`src/inc/rxpc_pkg.sv`:
```
// package: constants and types for the rx polarity and pattern checker
package rxpc_pkg;

  // ****************************************************************
  // datapath shape
  // ****************************************************************
  localparam int WORD_W = 10;               // raw word from deserialiser
  localparam int HIST_W = 31;               // longest pattern memory
  localparam int AXI_AW = 8;                // register address width

  // ****************************************************************
  // pattern selection and feedback taps (distance back in the stream)
  // ****************************************************************
  typedef enum logic [1:0] {
    RXPC_SEL_OFF = 2'b00,                   // checking disabled
    RXPC_SEL_P7  = 2'b01,                   // 2^7-1 sequence
    RXPC_SEL_P23 = 2'b10,                   // 2^23-1 sequence
    RXPC_SEL_P31 = 2'b11                    // 2^31-1 sequence
  } rxpc_sel_t;

  localparam int TAP7_A  = 7;
  localparam int TAP7_B  = 6;
  localparam int TAP23_A = 23;
  localparam int TAP23_B = 18;
  localparam int TAP31_A = 31;
  localparam int TAP31_B = 28;

  // ****************************************************************
  // lock search
  // ****************************************************************
  typedef enum logic {
    RXPC_SEARCH = 1'b0,                     // hunting for the sequence
    RXPC_LOCKED = 1'b1                      // predicting and counting
  } rxpc_lock_t;

  localparam logic [3:0] LOCK_WORDS = 4'h8; // clean words before lock

  // ****************************************************************
  // register map (byte addresses) and fields
  // ****************************************************************
  localparam logic [AXI_AW-1:0] ADDR_CTRL     = 8'h00;
  localparam logic [AXI_AW-1:0] ADDR_THRESH   = 8'h04;
  localparam logic [AXI_AW-1:0] ADDR_COUNT    = 8'h08;
  localparam logic [AXI_AW-1:0] ADDR_STATUS   = 8'h0c;
  localparam logic [AXI_AW-1:0] ADDR_INT_STAT = 8'h10;
  localparam logic [AXI_AW-1:0] ADDR_INT_MASK = 8'h14;

  localparam int CTRL_INV_BIT = 0;          // rx_invert_polarity
  localparam int CTRL_SEL_LSB = 1;          // pattern_check_select[1:0]
  localparam int CTRL_CLR_BIT = 3;          // error_count_clear
  localparam int STAT_FLAG_BIT = 0;         // pattern_error_flag
  localparam int STAT_LOCK_BIT = 1;         // checker locked
  localparam int INT_FLAG_BIT = 0;          // flag rose
  localparam int INT_LOCK_BIT = 1;          // lock gained

  localparam logic [3:0]  CTRL_RESET   = 4'h0;
  localparam logic [31:0] THRESH_RESET = 32'h00000001;
  localparam logic [1:0]  MASK_RESET   = 2'h0;
  localparam logic [31:0] COUNT_MAX    = 32'hffffffff;

  localparam logic [1:0] RESP_OKAY   = 2'h0;
  localparam logic [1:0] RESP_SLVERR = 2'h2;

endpackage

```
`src/rtl/rxpc_word_check.sv`:
```
// module: self-synchronising pattern prediction over one raw word
module rxpc_word_check
  import rxpc_pkg::*;
#(
  parameter int WW = WORD_W,
  parameter int HW = HIST_W
) (
  // pattern choice
  input  wire rxpc_sel_t        pattern_sel,
  // stream
  input  wire logic [HW-1:0]    hist,
  input  wire logic [WW-1:0]    word,
  // results
  output logic      [WW-1:0]    err_bits,
  output logic      [HW-1:0]    next_hist
);

  // ****************************************************************
  // stream view: index 0 oldest, word[0] is the first bit received
  // ****************************************************************
  logic [HW+WW-1:0] ext;                    // history then new word

  assign ext       = {word, hist};
  assign next_hist = ext[HW+WW-1:WW];

  // ****************************************************************
  // per bit: predict from earlier received bits, flag a mismatch
  // ****************************************************************
  // the prediction uses received bits, not a local generator, so the
  // checker reseeds itself from the line and needs no start pattern
  for (genvar i = 0; i < WW; i++) begin : g_bit
    localparam int P = HW + i;
    always_comb begin
      case (pattern_sel)
        RXPC_SEL_P7: begin
          err_bits[i] = ext[P] ^ ext[P-TAP7_A] ^ ext[P-TAP7_B];
        end
        RXPC_SEL_P23: begin
          err_bits[i] = ext[P] ^ ext[P-TAP23_A] ^ ext[P-TAP23_B];
        end
        RXPC_SEL_P31: begin
          err_bits[i] = ext[P] ^ ext[P-TAP31_A] ^ ext[P-TAP31_B];
        end
        default: begin
          err_bits[i] = 1'b0;               // checking off
        end
      endcase
    end
  end

endmodule

```
`config.mk`:
```
export PLATFORM = sky130hd
export DESIGN_NAME = rxpc_word_check
export DESIGN_NICKNAME = d
export VERILOG_FILES = /design/src/inc/rxpc_pkg.sv /design/src/rtl/rxpc_word_check.sv
export SDC_FILE = /design/constraint.sdc
export NUM_CORES = 1
export LEC_CHECK = 0
export ABC_AREA = 1
export BUFFER_PORTS_ARGS = -buffer_cell sky130_fd_sc_hd__buf_2
export CAP_MARGIN = 20
export CORE_MARGIN = 2
export CORE_UTILIZATION = 45
export DETAILED_ROUTE_END_ITERATION = 7
export PLACE_DENSITY = 0.92
export SLEW_MARGIN = 10
export SYNTH_ARGS = -nofsm -noshare
export SYNTH_HDL_FRONTEND = slang
export SYNTH_SLANG_ARGS = --single-unit
```
`constraint.sdc`:
```
create_clock -name vclk -period 0.8
set_input_delay 0.04 -clock vclk [all_inputs]
set_output_delay 0.04 -clock vclk [all_outputs]
set_load 0.01 [all_outputs]
```
==> reports/results.ini, run 1 <==
[timing]
tns_ns = 0
fin_ws_ns = 0.01569
min_period_over_period = 0.9804
max_slew_margin = 0.8570
worstMarginPinSlew_ns = 0.2140
slew_viol_final = 0
timing.fmax_mhz = 1275
setup_viol = 0
hold_slack_ns = 0.08001
period_needed_ns = 0.7843
hold_violations = 0

[die]
io_pins = 84
die_w_microns = 57.28
placementRows = 19
die_area_sq_um = 3281
initial_core_util = 0.4673
core_area_sq_um = 2734
die_h_microns = 57.28

[synthesis]
ys_types = 9
yosys-top-cells-count = nand2_1, nand3_1, buf_4
seq_area_frac_synth = 0
ys_top_cells_by_area = nand2_1, nand3_1, buf_4, inv_1, inv_2
yosys_warnings = 0
netlist_instances = 274
synth_compound_area_frac = 0
yosysMostFrequentCell = nand2_1
synth_top_family_by_area = simple AND/OR/NAND/NOR gates
synth_top_area_frac = 0.3467
synth_area_leader_cell = nand2_1
synthMuxAreaShare = 0
avgSynthCellArea_sq_um = 4.662
syn_area_sq_um = 1277
synth-xor-area-share = 0
syn_nets = 317
synth-simple-area-share = 0.6983
synthAdderAreaFrac = 0

[final_layout]
flops_and_latches = 0
num-clock-buffers = 0
final_util = 0.6792
num_antenna_cells = 0
final_cells = 362
seqCellArea_sq_um = 0
area_delta_synth_final_pct = 45.35
fin_nets = 376
layout-drive-gt1-share = 0.4411

[routing]
viasPerCell = 5.439
num_vias = 1969
drtIter0Drc = 168
wl_mm = 4.413
ant_nets = 0
firstDrtPassIters = 4
avgRoutedWirePerCell_microns = 12.19
drcViolationCount = 0

[place]
dp_hpwl_mm = 3.085
placedCellCount = 359
pre_cts_slack_ns = -0.07987
gp_congestion = 0.9113
portBuffers = 82

[global_routing]
grt_first_pass_wirelength_mm = 6.451
track_usage = 0.2302
grt_max_degree = 11
overflow = 0
grt_pass1_vias = 1614
antenna_found_initial = 0

[critical_path]
cp.required_ns = 0.76
worstPathArrival_ns = 0.74
crit_path_top_delay_cell = buf_4
path_cells = buf_6, buf_4, nand2_1, nand3_1, nand3_2, nand3_2, buf_6
critPathCaptureType = output port
cpLargestDelayFamily = buffers and inverters
crit_path_start = word[2]
path_depth = 7
path_class = in2out
critPathLaunchType = input pin
path_buf_inv = 3
path_max_fanout = 7
critical-path-max-stage-delay_ns = 0.13
crit_end = err_bits[2]

[worst_hold_path]
hp-class = in2out

[pwr]
p_leak_nw = 1.125
power_density_nw_per_um2 = 615.4
vdd_drop_max_v = 0.0003651

[clock_network]
ctsHoldBuffers = 0

[outcome]
status = finished, final reports clean

[run]
maxCapViolations = 0

==> worst min-delay path by stage <==
stage | from | endpoint | slack [ns] | cells after the start
after global placement | hist[23] | next_hist[13] | 0.08 | 0
after global routing | hist[23] | next_hist[13] | 0.08 | 0
after floorplan | hist[10] | next_hist[0] | 0.17 | 1
after detailed placement | hist[23] | next_hist[13] | 0.08 | 0
final | hist[23] | next_hist[13] | 0.08 | 0
after CTS | hist[23] | next_hist[13] | 0.08 | 0
==> where the power goes <==
part           total (mW)  switching [mW]  internal [mW]  leakage (nW)
clock                   0               0              0             0
sequential              0               0              0             0
combinational        1.14           0.653          0.490          1.13
total                1.14           0.653          0.490          1.13
==> metal layers <==
| layer | up-vias | track usage | wire length [microns] |
|---|---|---|---|
| met4 | 0 | 0.02326 | 73 |
| met2 | 117 | 0.4236 | 2268 |
| met5 | - | 0 | 0 |
| met1 | 881 | 0.3008 | 1642 |
| met3 | 11 | 0.02041 | 430 |
| li1 | 960 | - | - |
==> per-stage QoR <==
| stage | power, mW | instance area, sq um |
|---|---|---|
| floorplan | 0.5947 | 1277 |
| CTS | 0.9337 | 1587 |
| global placement | 0.8658 | 1516 |
| detailed placement | 0.8884 | 1516 |
| finish | 1.143 | 1857 |
| global route | 1.244 | 1857 |
==> cells in the final DEF, fill, tap and decap left out <==
master    netlist  routed
nor2_4          2       3
nand3b_1        3       3
clkbuf_4        0       2
buf_2           0      61
nand2_1       118     109
nand3_4         0       1
inv_4           1       6
nand3_2         0      25
inv_6           0       4
buf_12          0       1
nand3_1        77      51
buf_8           0       1
buf_6           0      13
inv_2          13       8
buf_4          31       9
nand2_2         3      12
inv_1          26      22
==> logic make-up (layout without fill, tap and decap cells) <==
logic type	count (synthesis)	after routing
buffers and inverters	71	127
AND/OR/NAND/NOR	203	204
==> area by class of cell <==
cell class	count	area, sq um
fill	264	877.1
timing repair buffer	87	569.3
inverter	40	185.2
tap	31	38.79
multi-input combinational	204	1064
==> repair_timing <==
| item | 4_1_cts | 5_1_grt |
|---|---|---|
| resized for setup | 12 | 74 |
| pin swaps | 3 | 18 |
| endpoints found under the hold margin | 0 | 0 |
| endpoints found under the setup margin | 10 | 10 |
| setup buffers | 2 | 0 |
| cloned | 1 | 0 |
Note: power is estimated with default switching activity, not from simulation.
==> inputs of run 2 (changes only) <==
- CORE_UTILIZATION: 45 -> 48
- PLACE_DENSITY: 0.92 -> 0.95
- clock period: 0.8 -> 1 ns (I/O delays scaled with it)
==> run 2 against run 1 <==
Sequential cell count is the same; cell area shrank 20%; wire length shrank 18%; utilization shrank 8.2 points; combinational power shrank 38%; cell count shrank 1.9%; critical path depth grew 1; count of clock-buffer cells in the layout is the same.
==> reports/results.ini, run 2 (synthesis results as in run 1) <==
[outcome]
status = finished, final reports clean

[clock_network]
ctsHoldBuffers = 0
cts_resized = 0
postCtsSetupRepairBufs = 0

[worst_hold_path]
worstHoldPathCells = 0
hp-class = in2out
worstHoldEndpoint = next_hist[13]
min-delay-start = hist[23]

[critical_path]
cp.required_ns = 0.95
critical-path-max-stage-delay_ns = 0.16
path_max_fanout = 8
path_cells = buf_2, inv_2, nand2_1, nand2_1, nand2_1, nand3_1, nand3_1, buf_2
crit_path_frequent_cell = nand2_1
worstPathArrival_ns = 0.82
critPathLaunchType = input pin
path_class = in2out
critPathCaptureType = output port
crit_path_top_delay_cell = buf_2

[timing]
slew_viol_final = 0
timing.fmax_mhz = 1155
max_slew_margin = 0.8130
period_needed_ns = 0.8655
tns_ns = 0
rsz0062_at_grt = no
min_period_over_period = 0.8655
setup_viol = 0
worstMarginPinSlew_ns = 0.2798
hold_violations = 0

[pwr]
power_density_nw_per_um2 = 471.3
p_leak_nw = 1.002
vdd_drop_max_v = 0.0002715

[global_routing]
track_usage = 0.2212
grt_use_met3 = 0.02791
grt.met1_usage = 0.3025
grt_busiest_layer = met2
overflow = 0
antenna_found_initial = 0
gr-usage-met2 = 0.3759
grt_first_pass_wirelength_mm = 5.954
grt_max_degree = 11
grt_pass1_vias = 1475

[place]
dp_hpwl_mm = 3.004
portBuffers = 82
gp_congestion = 0.8847

[die]
initial_core_util = 0.5110
core_area_sq_um = 2500
die_area_sq_um = 3090
die_h_microns = 55.59
io_pins = 84
die_w_microns = 55.59
placementRows = 18

[routing]
wl_mm = 3.612
num_vias = 1848
avgRoutedWirePerCell_microns = 10.17
ant_nets = 0
viasPerCell = 5.206
firstDrtPassIters = 4
drcViolationCount = 0
drtIter0Drc = 77

[final_layout]
num_antenna_cells = 0
fin_nets = 370
layout_common_cells = nand2_1, buf_2, nand3_1
area_delta_synth_final_pct = 16.85
n_fill_cell = 272
layout-drive-gt1-share = 0.3108
flops_and_latches = 0
num-clock-buffers = 0
final_common_cell = nand2_1
seqCellArea_sq_um = 0
final_util = 0.5971

[run]
maxCapViolations = 0

[run 2: metal layers]
layer,share of wire,routed length [microns]
met5,0,0
met4,0.0050,18
met3,0.096,346
met2,0.47,1696
met1,0.43,1551
[run 2: worst max-delay path by stage]
stage                  end  slack, ns            from
2_1_floorplan  err_bits[9]       0.50         hist[9]
3_3_place_gp   err_bits[7]       0.15         word[0]
3_5_place_dp   err_bits[3]       0.14  pattern_sel[0]
6_report       err_bits[0]       0.13         word[0]
5_1_grt        err_bits[7]       0.04         word[0]
4_1_cts        err_bits[0]       0.15         word[0]
[run 2: critical path: cells and delay by family]
| family | cells | cell delay, ns |
|---|---|---|
| simple gates | 5 | 0.33 |
| buf+inv | 3 | 0.43 |
[run 2: power breakdown]
| part | switching (mW) | total (mW) | internal [mW] |
|---|---|---|---|
| registers | 0 | 0 | 0 |
| logic | 0.429 | 0.703 | 0.275 |
| clock network | 0 | 0 | 0 |
| total | 0.429 | 0.703 | 0.275 |
[run 2: area by class of cell]
type	count	area (sq um)	share of cell area
inverters	40	152.6	0.1023
well taps	30	37.54	0.02515
multi-input cells	203	892.1	0.5977
repair buffers	82	410.4	0.2749
[run 2: stage by stage]
step	instance area [sq um]	worst slack [ns]	power, mW	hold WS [ns]	instances
floorplan	1277	0.4970	0.4757	0.1918	274
global placement	1493	0.1487	0.6842	0.1001	355
detailed placement	1493	0.1439	0.6987	0.1001	355
CTS	1493	0.1465	0.7007	0.1001	355
global route	1493	0.04259	0.7899	0.1000	355
finish	1493	0.1345	0.7035	0.1000	355
